**src/plldet_regs.vh**
```
`ifndef PLLDET_REGS_VH
`define PLLDET_REGS_VH

// ----------------------------------------------------------------
// Register byte offsets
// ----------------------------------------------------------------
`define PLLD_ADDR_CFG       8'h00
`define PLLD_ADDR_STAT      8'h04
`define PLLD_ADDR_IFCNT     8'h08
`define PLLD_ADDR_IRQ_STAT  8'h0c
`define PLLD_ADDR_IRQ_CLR   8'h10
`define PLLD_ADDR_IRQ_EN    8'h14

// ----------------------------------------------------------------
// Configuration word fields (serial word and CFG register)
// ----------------------------------------------------------------
`define PLLD_CFG_DIV_LSB    0
`define PLLD_CFG_DIV_MSB    15
`define PLLD_CFG_DZ_LO      16
`define PLLD_CFG_DZ_HI      17
`define PLLD_CFG_DOM_LSB    18
`define PLLD_CFG_DOM_MSB    19
`define PLLD_CFG_CTE        20
`define PLLD_CFG_BITS       24
`define PLLD_CFG_RST        24'h000000

// ----------------------------------------------------------------
// Data-out pin modes and dead-zone modes
// ----------------------------------------------------------------
`define PLLD_DOM_SERIAL     2'h0
`define PLLD_DOM_LOCK       2'h1
`define PLLD_DOM_IFDONE     2'h2
`define PLLD_DOM_PORT       2'h3
`define PLLD_DZ_FIRST       2'h0
`define PLLD_DZ_SECOND      2'h1
`define PLLD_DZ_THIRD       2'h2
`define PLLD_DZ_FOURTH      2'h3

// ----------------------------------------------------------------
// Status and interrupt bits
// ----------------------------------------------------------------
`define PLLD_IRQ_UNLOCK     0
`define PLLD_IRQ_IFDONE     1
`define PLLD_IRQ_XFER       2
`define PLLD_IRQ_BITS       3

// ----------------------------------------------------------------
// Timing
// ----------------------------------------------------------------
`define PLLD_CLK_NS         10
`define PLLD_REF_NS         40000
`define PLLD_REF_CYC        (`PLLD_REF_NS / `PLLD_CLK_NS)
`define PLLD_GATE_NS        8000000
`define PLLD_GATE_CYC       (`PLLD_GATE_NS / `PLLD_CLK_NS)
`define PLLD_MINPW_A_NS     20
`define PLLD_MINPW_A_CYC    (`PLLD_MINPW_A_NS / `PLLD_CLK_NS)
`define PLLD_MINPW_B_NS     10
`define PLLD_MINPW_B_CYC    (`PLLD_MINPW_B_NS / `PLLD_CLK_NS)
`define PLLD_DZ_C_NS        20
`define PLLD_DZ_C_CYC       ((`PLLD_DZ_C_NS + `PLLD_CLK_NS - 1) / `PLLD_CLK_NS)
`define PLLD_DZ_D_NS        40
`define PLLD_DZ_D_CYC       ((`PLLD_DZ_D_NS + `PLLD_CLK_NS - 1) / `PLLD_CLK_NS)

`endif

```
**src/plldet_sync.v**
```verilog
`timescale 1ns/1ns

// Two-stage synchroniser for pins from outside the aclk domain
module plldet_sync #(
  parameter WIDTH = 1
) (
  input  wire             aclk,
  input  wire             aresetn,
  input  wire             clk_en,
  input  wire [WIDTH-1:0] din,
  output wire [WIDTH-1:0] dout
);

  reg [WIDTH-1:0] meta_r;
  reg [WIDTH-1:0] sync_r;

  // First stage feeds only the second stage
  always @(posedge aclk) begin
    if (!aresetn) begin
      meta_r <= {WIDTH{1'b0}};
      sync_r <= {WIDTH{1'b0}};
    end else if (clk_en) begin
      meta_r <= din;
      sync_r <= meta_r;
    end
  end

  assign dout = sync_r;

endmodule // plldet_sync

```
**src/plldet_top.v**
```verilog
`timescale 1ns/1ns
`include "plldet_regs.vh"

module plldet_top #(
  parameter REF_CYC  = `PLLD_REF_CYC,
  parameter GATE_CYC = `PLLD_GATE_CYC,
  parameter IFW      = 20
) (
  input  wire        aclk,
  input  wire        aresetn,
  input  wire        clk_en,
  // Serial link pins
  input  wire        ser_ce,
  input  wire        ser_cl,
  input  wire        ser_di,
  output reg         ser_do_out_r,
  output reg         ser_do_oe_r,
  // Loop and counter inputs
  input  wire        fp_in,
  input  wire        if_count_input,
  input  wire        port_in,
  // Loop outputs and interrupt
  output reg         pump_up_r,
  output reg         pump_dn_r,
  output reg  [15:0] divisor_r,
  output reg         irq_r,
  // AXI4-Lite slave
  input  wire [7:0]  s_axi_awaddr,
  input  wire        s_axi_awvalid,
  output reg         s_axi_awready,
  input  wire [31:0] s_axi_wdata,
  input  wire [3:0]  s_axi_wstrb,
  input  wire        s_axi_wvalid,
  output reg         s_axi_wready,
  output reg  [1:0]  s_axi_bresp,
  output reg         s_axi_bvalid,
  input  wire        s_axi_bready,
  input  wire [7:0]  s_axi_araddr,
  input  wire        s_axi_arvalid,
  output reg         s_axi_arready,
  output reg  [31:0] s_axi_rdata,
  output reg  [1:0]  s_axi_rresp,
  output reg         s_axi_rvalid,
  input  wire        s_axi_rready
);

  // ----------------------------------------------------------------
  // Helpers
  // ----------------------------------------------------------------
  // Address decode, shared by read and write paths
  function mapped;
    input [7:0] a;
    begin
      mapped = (a == `PLLD_ADDR_CFG) || (a == `PLLD_ADDR_STAT) ||
               (a == `PLLD_ADDR_IFCNT) || (a == `PLLD_ADDR_IRQ_STAT) ||
               (a == `PLLD_ADDR_IRQ_CLR) || (a == `PLLD_ADDR_IRQ_EN);
    end
  endfunction

  // Byte-lane merge for writes
  function [31:0] merge;
    input [31:0] old;
    input [31:0] nw;
    input [3:0]  be;
    integer i;
    begin
      merge = old;
      for (i = 0; i < 4; i = i + 1) begin
        if (be[i]) begin
          merge[i*8 +: 8] = nw[i*8 +: 8];
        end
      end
    end
  endfunction

  // ----------------------------------------------------------------
  // Pin synchronisers and edge detection
  // ----------------------------------------------------------------
  wire [5:0] pins_s;
  reg  [5:0] pins_d_r;

  plldet_sync #(.WIDTH(6)) u_sync (
    .aclk    (aclk),
    .aresetn (aresetn),
    .clk_en  (clk_en),
    .din     ({port_in, if_count_input, fp_in, ser_di, ser_cl, ser_ce}),
    .dout    (pins_s)
  );

  // Delayed copy of the synchronised pins for edges
  always @(posedge aclk) begin
    if (!aresetn) begin
      pins_d_r <= 6'h00;
    end else if (clk_en) begin
      pins_d_r <= pins_s;
    end
  end

  wire ce_s    = pins_s[0];
  wire cl_rise = pins_s[1] & ~pins_d_r[1];
  wire cl_fall = ~pins_s[1] & pins_d_r[1];
  wire di_s    = pins_s[2];
  wire fp_rise = pins_s[3] & ~pins_d_r[3];
  wire if_rise = pins_s[4] & ~pins_d_r[4];
  wire port_s  = pins_s[5];
  wire ce_rise = ce_s & ~pins_d_r[0];
  wire ce_fall = ~ce_s & pins_d_r[0];

  // ----------------------------------------------------------------
  // Registers and state
  // ----------------------------------------------------------------
  reg  [23:0]     cfg_r;
  reg  [23:0]     in_sr_r;
  reg  [4:0]      in_cnt_r;
  reg  [23:0]     out_sr_r;
  reg  [31:0]     ref_cnt_r;
  reg  [1:0]      fp_cnt_r;
  reg             lock_r;
  reg             unlock_flag_r;
  reg             pd_up_r;
  reg             pd_dn_r;
  reg  [3:0]      pw_r;
  reg  [3:0]      corr_r;
  reg  [IFW-1:0]  if_cnt_r;
  reg  [31:0]     gate_r;
  reg             if_run_r;
  reg             if_done_r;
  reg  [`PLLD_IRQ_BITS-1:0] irq_stat_r;
  reg  [`PLLD_IRQ_BITS-1:0] irq_en_r;
  reg             aw_got_r;
  reg             w_got_r;
  reg  [7:0]      awaddr_r;
  reg  [31:0]     wdata_r;
  reg  [3:0]      wstrb_r;

  wire [1:0] dz_sel  = {cfg_r[`PLLD_CFG_DZ_HI], cfg_r[`PLLD_CFG_DZ_LO]};
  wire [1:0] do_mode = cfg_r[`PLLD_CFG_DOM_MSB:`PLLD_CFG_DOM_LSB];
  wire       cte     = cfg_r[`PLLD_CFG_CTE];
  wire       ref_tick = (ref_cnt_r == REF_CYC - 1);
  wire       xfer_end = ce_fall;
  wire       wr_go    = aw_got_r & w_got_r & ~s_axi_bvalid;
  wire       wr_cfg   = wr_go & (awaddr_r == `PLLD_ADDR_CFG);
  wire [31:0] cfg_wr  = merge({8'h00, cfg_r}, wdata_r, wstrb_r);

  // Lock judged from fp edges counted across one whole period
  wire [1:0] fp_total  = (fp_cnt_r == 2'h3) ? 2'h3 : fp_cnt_r + {1'b0, fp_rise};
  wire       lock_now  = (fp_total == 2'h1);
  wire       unlock_ev = ref_tick & ~lock_now;
  wire       ifdone_ev = if_run_r & (gate_r == GATE_CYC - 1);

  // ----------------------------------------------------------------
  // Serial link: shift-in, latch, shift-out
  // ----------------------------------------------------------------
  always @(posedge aclk) begin
    if (!aresetn) begin
      cfg_r    <= `PLLD_CFG_RST;
      in_sr_r  <= 24'h000000;
      in_cnt_r <= 5'h00;
      out_sr_r <= 24'h000000;
    end else if (clk_en) begin
      if (ce_s && cl_rise) begin
        in_sr_r  <= {in_sr_r[22:0], di_s};
        in_cnt_r <= (in_cnt_r == 5'h1f) ? in_cnt_r : in_cnt_r + 5'h01;
      end
      // Flag sits first, then the 20-bit count MSB first
      if (ce_rise) begin
        out_sr_r <= {unlock_flag_r, if_cnt_r, 3'h0};
        in_cnt_r <= 5'h00;
      end else if (ce_s && cl_fall) begin
        out_sr_r <= {out_sr_r[22:0], 1'b0};
      end
      // Serial latch has priority over a bus write
      if (ce_fall && in_cnt_r >= `PLLD_CFG_BITS) begin
        cfg_r <= in_sr_r;
      end else if (wr_cfg) begin
        cfg_r <= cfg_wr[23:0];
      end
    end
  end

  // ----------------------------------------------------------------
  // Reference period and lock evaluation
  // ----------------------------------------------------------------
  always @(posedge aclk) begin
    if (!aresetn) begin
      ref_cnt_r     <= 32'h00000000;
      fp_cnt_r      <= 2'h0;
      lock_r        <= 1'b0;
      unlock_flag_r <= 1'b0;
      divisor_r     <= 16'h0000;
    end else if (clk_en) begin
      divisor_r <= cfg_r[`PLLD_CFG_DIV_MSB:`PLLD_CFG_DIV_LSB];
      if (ref_tick) begin
        ref_cnt_r <= 32'h00000000;
        fp_cnt_r  <= 2'h0;
        lock_r    <= lock_now;
      end else begin
        ref_cnt_r <= ref_cnt_r + 32'h00000001;
        fp_cnt_r  <= fp_total;
      end
      // Set beats clear when both land together
      if (unlock_ev) begin
        unlock_flag_r <= 1'b1;
      end else if (xfer_end) begin
        unlock_flag_r <= 1'b0;
      end
    end
  end

  // ----------------------------------------------------------------
  // Phase comparator and charge pump dead-zone control
  // ----------------------------------------------------------------
  // Mode timings held wide, cut to the width counter where used
  localparam [31:0] MINPW_A = `PLLD_MINPW_A_CYC;
  localparam [31:0] MINPW_B = `PLLD_MINPW_B_CYC;
  localparam [31:0] DZ_C    = `PLLD_DZ_C_CYC;
  localparam [31:0] DZ_D    = `PLLD_DZ_D_CYC;

  reg       pump_up_nxt;
  reg       pump_dn_nxt;
  reg [3:0] dz_w;
  reg [3:0] min_w;

  // Select dead zone or minimum correction width per mode
  always @* begin
    dz_w  = 4'h0;
    min_w = 4'h0;
    case (dz_sel)
      `PLLD_DZ_FIRST:  min_w = MINPW_A[3:0];
      `PLLD_DZ_SECOND: min_w = MINPW_B[3:0];
      `PLLD_DZ_THIRD:  dz_w  = DZ_C[3:0];
      `PLLD_DZ_FOURTH: dz_w  = DZ_D[3:0];
      default:         dz_w  = 4'h0;
    endcase
    if (min_w != 4'h0) begin
      pump_up_nxt = pd_up_r | (corr_r != 4'h0);
      pump_dn_nxt = pd_dn_r | (corr_r != 4'h0);
    end else begin
      pump_up_nxt = pd_up_r & (pw_r >= dz_w);
      pump_dn_nxt = pd_dn_r & (pw_r >= dz_w);
    end
  end

  always @(posedge aclk) begin
    if (!aresetn) begin
      pd_up_r   <= 1'b0;
      pd_dn_r   <= 1'b0;
      pw_r      <= 4'h0;
      corr_r    <= 4'h0;
      pump_up_r <= 1'b0;
      pump_dn_r <= 1'b0;
    end else if (clk_en) begin
      if ((pd_up_r | ref_tick) & (pd_dn_r | fp_rise)) begin
        pd_up_r <= 1'b0;
        pd_dn_r <= 1'b0;
      end else begin
        pd_up_r <= pd_up_r | ref_tick;
        pd_dn_r <= pd_dn_r | fp_rise;
      end
      if (pd_up_r | pd_dn_r) begin
        pw_r <= (pw_r == 4'hf) ? pw_r : pw_r + 4'h1;
      end else begin
        pw_r <= 4'h0;
      end
      // In the two minimum-width modes the correction pulse fires every period, locked or not
      if (ref_tick) begin
        corr_r <= min_w;
      end else if (corr_r != 4'h0) begin
        corr_r <= corr_r - 4'h1;
      end
      pump_up_r <= pump_up_nxt;
      pump_dn_r <= pump_dn_nxt;
    end
  end

  // ----------------------------------------------------------------
  // IF counter
  // ----------------------------------------------------------------
  always @(posedge aclk) begin
    if (!aresetn) begin
      if_cnt_r  <= {IFW{1'b0}};
      gate_r    <= 32'h00000000;
      if_run_r  <= 1'b0;
      if_done_r <= 1'b0;
    end else if (clk_en) begin
      if (!cte) begin
        if_cnt_r  <= {IFW{1'b0}};
        gate_r    <= 32'h00000000;
        if_run_r  <= 1'b0;
        if_done_r <= 1'b0;
      end else if (!if_run_r && !if_done_r) begin
        if_run_r <= 1'b1;
      end else if (if_run_r) begin
        if (if_rise) begin
          if_cnt_r <= if_cnt_r + {{(IFW-1){1'b0}}, 1'b1};
        end
        if (ifdone_ev) begin
          if_run_r  <= 1'b0;
          if_done_r <= 1'b1;
        end else begin
          gate_r <= gate_r + 32'h00000001;
        end
      end
    end
  end

  // ----------------------------------------------------------------
  // Data-out pin (open drain, oe high pulls low)
  // ----------------------------------------------------------------
  reg do_val;

  always @* begin
    if (ce_s) begin
      do_val = out_sr_r[23];
    end else begin
      case (do_mode)
        `PLLD_DOM_LOCK:   do_val = lock_r;
        `PLLD_DOM_IFDONE: do_val = if_done_r;
        `PLLD_DOM_PORT:   do_val = port_s;
        default:          do_val = 1'b1;
      endcase
    end
  end

  always @(posedge aclk) begin
    if (!aresetn) begin
      ser_do_out_r <= 1'b0;
      ser_do_oe_r  <= 1'b0;
    end else if (clk_en) begin
      ser_do_out_r <= 1'b0;
      ser_do_oe_r  <= ~do_val;
    end
  end

  // ----------------------------------------------------------------
  // Interrupts: sticky status, enable, clear
  // ----------------------------------------------------------------
  wire [`PLLD_IRQ_BITS-1:0] irq_set = {xfer_end, ifdone_ev, unlock_ev};
  wire [`PLLD_IRQ_BITS-1:0] irq_clr =
    (wr_go && awaddr_r == `PLLD_ADDR_IRQ_CLR) ? wdata_r[`PLLD_IRQ_BITS-1:0] : 3'h0;

  always @(posedge aclk) begin
    if (!aresetn) begin
      irq_stat_r <= 3'h0;
      irq_en_r   <= 3'h0;
      irq_r      <= 1'b0;
    end else if (clk_en) begin
      irq_stat_r <= irq_set | (irq_stat_r & ~irq_clr);
      if (wr_go && awaddr_r == `PLLD_ADDR_IRQ_EN && wstrb_r[0]) begin
        irq_en_r <= wdata_r[`PLLD_IRQ_BITS-1:0];
      end
      irq_r <= |((irq_set | (irq_stat_r & ~irq_clr)) & irq_en_r);
    end
  end

  // ----------------------------------------------------------------
  // AXI4-Lite slave
  // ----------------------------------------------------------------
  reg [31:0] rd_val;

  always @* begin
    case (s_axi_araddr)
      `PLLD_ADDR_CFG:      rd_val = {8'h00, cfg_r};
      `PLLD_ADDR_STAT:     rd_val = {29'h0, if_done_r, unlock_flag_r, lock_r};
      `PLLD_ADDR_IFCNT:    rd_val = {{(32-IFW){1'b0}}, if_cnt_r};
      `PLLD_ADDR_IRQ_STAT: rd_val = {29'h0, irq_stat_r};
      `PLLD_ADDR_IRQ_EN:   rd_val = {29'h0, irq_en_r};
      default:             rd_val = 32'h00000000;
    endcase
  end

  always @(posedge aclk) begin
    if (!aresetn) begin
      s_axi_awready <= 1'b0;
      s_axi_wready  <= 1'b0;
      s_axi_bvalid  <= 1'b0;
      s_axi_bresp   <= 2'h0;
      s_axi_arready <= 1'b0;
      s_axi_rvalid  <= 1'b0;
      s_axi_rresp   <= 2'h0;
      s_axi_rdata   <= 32'h00000000;
      aw_got_r      <= 1'b0;
      w_got_r       <= 1'b0;
      awaddr_r      <= 8'h00;
      wdata_r       <= 32'h00000000;
      wstrb_r       <= 4'h0;
    end else if (clk_en) begin
      s_axi_awready <= ~aw_got_r & ~(s_axi_awvalid & s_axi_awready);
      s_axi_wready  <= ~w_got_r & ~(s_axi_wvalid & s_axi_wready);
      if (s_axi_awvalid && s_axi_awready) begin
        aw_got_r <= 1'b1;
        awaddr_r <= s_axi_awaddr;
      end
      if (s_axi_wvalid && s_axi_wready) begin
        w_got_r <= 1'b1;
        wdata_r <= s_axi_wdata;
        wstrb_r <= s_axi_wstrb;
      end
      if (wr_go) begin
        s_axi_bvalid <= 1'b1;
        s_axi_bresp  <= mapped(awaddr_r) ? 2'h0 : 2'h2;
      end else if (s_axi_bvalid && s_axi_bready) begin
        s_axi_bvalid <= 1'b0;
        aw_got_r     <= 1'b0;
        w_got_r      <= 1'b0;
      end
      if (s_axi_arvalid && s_axi_arready) begin
        s_axi_arready <= 1'b0;
        s_axi_rvalid  <= 1'b1;
        s_axi_rdata   <= rd_val;
        s_axi_rresp   <= mapped(s_axi_araddr) ? 2'h0 : 2'h2;
      end else if (s_axi_rvalid && s_axi_rready) begin
        s_axi_rvalid  <= 1'b0;
      end else begin
        s_axi_arready <= ~s_axi_rvalid;
      end
    end
  end

endmodule // plldet_top

```
**config.mk**
```make
export PLATFORM = sky130hd
export DESIGN_NAME = plldet_top
export DESIGN_NICKNAME = d
export VERILOG_FILES = /design/src/plldet_sync.v /design/src/plldet_top.v
export VERILOG_INCLUDE_DIRS = /design/src
export SDC_FILE = /design/constraint.sdc
export NUM_CORES = 1
export LEC_CHECK = 0
export ABC_AREA = 1
export ABC_CLOCK_PERIOD_IN_PS = 1800
export BUFFER_PORTS_ARGS = -buffer_cell sky130_fd_sc_hd__buf_2
export CAP_MARGIN = 30
export CORE_MARGIN = 2
export CORE_UTILIZATION = 54
export CTS_CLUSTER_DIAMETER = 40
export CTS_CLUSTER_SIZE = 30
export DETAILED_ROUTE_END_ITERATION = 7
export PLACE_DENSITY_LB_ADDON = 0.12
export SLEW_MARGIN = 20
export SYNTH_ARGS = -nofsm -noshare
export SYNTH_HDL_FRONTEND = slang
export SYNTH_HIERARCHICAL = 1
export SYNTH_SLANG_ARGS = --single-unit
```
**constraint.sdc**
```tcl
create_clock -name aclk -period 1.8 [get_ports aclk]
set_input_delay 0.09 -clock aclk [delete_from_list [all_inputs] [get_ports aclk]]
set_output_delay 0.09 -clock aclk [all_outputs]
set_load 0.01 [all_outputs]
```
==> metrics list <==
* Run status: complete, no violations
- # DRC: 0
- The worst path uses 96.3% of the clock period.
- The setup path with the least slack is of type reg2reg.
- Utilization after layout: 69.8%
- The highest metal layer carrying signal wires in the routed design is met4.
- TritonCTS Sinks: 284
* Vias in the first global route: 12,900
- The number of endpoints with negative hold slack in the final report is 0.
* Wire length per cell after detailed routing: 14.4 um
* Initial core utilization: 55.1%
- The detailed router placed 13,600 vias in this run.
- Required time reported for the critical path endpoint: 2210 ps
* Chip height: 162 um
* Placed cell area: 14,700 um^2
- In this run the static leakage power is 0.00666 uW.
- Wires add up to 36.5 mm.
* Unrepaired setup endpoints after global routing: yes
* Clock latency of the later-clocked register in the worst-skew pair: 540 ps
* Pin count of the biggest net entering global routing: 122
- Leaving out fill and tap cells, the most frequent cell in the layout is nand2_1.
- Summing all non-filler instances in the final layout gives an area of 17,000 um^2.
- Of the cells placed in the final design, the portion with a size suffix greater than 1 is 16.0%.
- Clock-pin slew was measured on the worst setup and hold paths at 60 ps.
- Clock skew: 18.3 ps
- From left edge to right edge, the die measures 162 um.
- Number of distinct library cells after synthesis: 45
- Antenna fix cells: 0
- Max-capacitance violation count: 0
- Overall global routing resource usage: 27.8%
* Area enclosed by the die boundary: 26,100 um^2
- The worst setup path is captured at a register.
- After detailed routing, the wire length on met1 is 16.0 mm.
- Setup total negative slack on the finished layout was measured at 0 ps.
- Met3 layer wire length in the routed design: 1.86 mm
* I/O Pins: 128
- Min-Delay Path Class: in2reg
- CP Max Fanout: 12
- TritonCTS clock tree: yes
* Number of synthesized register bits: 284
* Average cell area after synthesis: 6.79 um^2
- Number of DRC markers in iteration 0: 832
* H-tree depth reported by CTS: 2
* Number of nets at the end of the flow: 2,261
- # setup viols final: 0
* Syn Inst Count: 1,975
- Count of buffers from port buffering: 107
- The first global-routing pass estimated 60.5 mm of wire.
- Summing every instance area after synthesis gives 13,400 um^2.
- The tree is rooted in a clkbuf_16.
- The clock passes through at most 3 buffers.
- Number of buffers added by the clock tree synthesis step: 42
- The worst-case IR drop observed on VDD is 0.714 mV.
- For this design the ratio of total power to cell area is 947 nW/um^2.
- Area added between synthesis and finish: 26.6%
* Max-slew violation count: 0
* Global-route congestion overflow total: 0
- The HPWL after detailed placement is 24.5 mm.
- At the pin with the least slew margin, the transition time is 664 ps.
- Number of rows in the core area: 57
* Commonest cells after routing, fill and taps aside: nand2_1 (429), dfxtp_1 (276), inv_1 (232)
- Routed length on met2: 17.4 mm
- Placer Congestion: 0.890
* Yosys synthesis warning count: 6
- Measured against its own limit, the worst slew margin works out to 55.7%.
- Number of nets still failing antenna checks after routing: 0
- Startpoint type of the worst setup path: register
- The initial antenna violation count is 0.
- Crit path DAT: 2150 ps
- The worst hold path begins at s_axi_awvalid.
- Dividing the detail-routed via count by the number of cells gives 5.34.
- Final Critical Period: 1730 ps
- Worst setup path startpoint: ref_cnt_r[1]
* Detailed Routing Iterations Pass 1: 6
* Reg2reg start: ref_cnt_r[1]
- Post-synthesis sequential area ratio: 42.4%
- Highest achievable clock rate: 577 MHz
* Core area: 24,300 um^2
==> Yosys cell counts (all sizes together) <==
cell,instances,area [um^2]
nand3,80,405
clkinv,1,3.75
nor3b,6,45.0
a21oi,209,1060
o211ai,1,7.51
a211oi,9,67.6
nand4,33,206
inv,241,905
a22oi,1,7.51
nor4,2,12.5
and2,1,6.26
xnor2,5,43.8
nand3b,6,45.0
o21bai,3,22.5
nor2,221,840
a31oi,24,150
o21a,1,7.51
clkbuf,67,251
and3,2,12.5
ha,11,138
nor3,51,278
dfxtp,284,5690
o2111ai,1,8.76
xor2,19,166
a21o,1,7.51
buf,27,180
o211a,1,10.0
o22ai,16,100
conb,1,3.75
o21ai,204,1020
or2,4,25.0
a22o,1,8.76
nand2,441,1680
==> layout make-up <==
| class | instances | area [um^2] |
|---|---|---|
| Multi-Input combinational cell | 1365 | 6650 |
| Tap cell | 324 | 405 |
| Clock buffer | 49 | 1110 |
| Clock inverter | 29 | 330 |
| Fill cell | 2093 | 7340 |
| Sequential cell | 284 | 5700 |
| Inverter | 242 | 916 |
| Timing Repair Buffer | 249 | 1870 |
==> per-layer routing <==
layer | track usage [%] | vias up
li1 | - | 6849
met1 | 35.1 | 6256
met2 | 47.9 | 384
met3 | 4.06 | 89
met4 | 11.0 | 0
met5 | 0 | -
==> repair_timing <==
action                                  CTS  global route
gates resized for setup                  13            69
hold buffers                             49             0
setup buffers                             0             6
pin swaps                                 2            20
hold endpoints to repair                 52             0
cloned                                    0             2
endpoints found under the setup margin   46            76
==> critical path: stages, from the launching register on <==
cell     delay, ps
dfxtp_2        350
ha_4           160
inv_4           40
nor2_4         130
inv_2           50
nor2_2         120
buf_4          120
nand2_2         50
nor2_2         140
nand3_2        130
nand2_4        130
buf_12         140
nor3_1          50
==> stage by stage <==
| stage | hold slack (ps) | worst slack [ps] | cells | total power (uW) |
|---|---|---|---|---|
| detailed placement | 374 | -80.7 | 2407 | 7790 |
| global placement | 366 | 16.1 | 2407 | 7760 |
| global route | 84.3 | -28.6 | 2542 | 16600 |
| CTS | 32.8 | 8.60 | 2534 | 16100 |
| finish | 29.9 | 66.7 | 2542 | 16100 |
| floorplan | 210 | 17.7 | 1985 | 7440 |
==> registers in the layout (all words and copies together) (netlist names), 2 cells and up <==
signal	flops
awaddr_r	8
irq_stat_r	3
in_cnt_r	5
gate_r	32
wdata_r	24
wstrb_r	3
corr_r	4
cfg_r	24
if_cnt_r	20
in_sr_r	24
irq_en_r	3
pins_d_r	4
u_sync/dout	6
pw_r	4
s_axi_rdata	24
fp_cnt_r	2
ref_cnt_r	32
out_sr_r	21
u_sync/meta_r	6
divisor_r	16
==> worst paths after layout <==
kind                                 endpoint  slack [ps]  depth (start not counted)
worst max-delay path            ref_cnt_r[11]          70                         12
worst min-delay path              awaddr_r[0]          30                          3
worst max register to register  ref_cnt_r[11]          70                         12
worst min register to register    wdata_r[16]         440                          2
==> where the power goes <==
part | internal [uW] | leakage [uW] | switching [uW]
logic | 498 | 0.00367 | 700
clock network | 5090 | 0.000680 | 3190
registers | 6480 | 0.00231 | 119
==> logic make-up after synthesis <==
family                     Yosys count  synth area share (%)
other                                1                0.0280
and+or+nand+nor                    847                  26.5
xor gates and xnor gates            24                  1.57
buffers and inverters              336                  9.99
adders and majority gates           11                  1.03
AOI/OAI and AO/OA                  472                  18.5
DFF                                284                  42.4
Note: power is estimated with default switching activity, not from simulation.
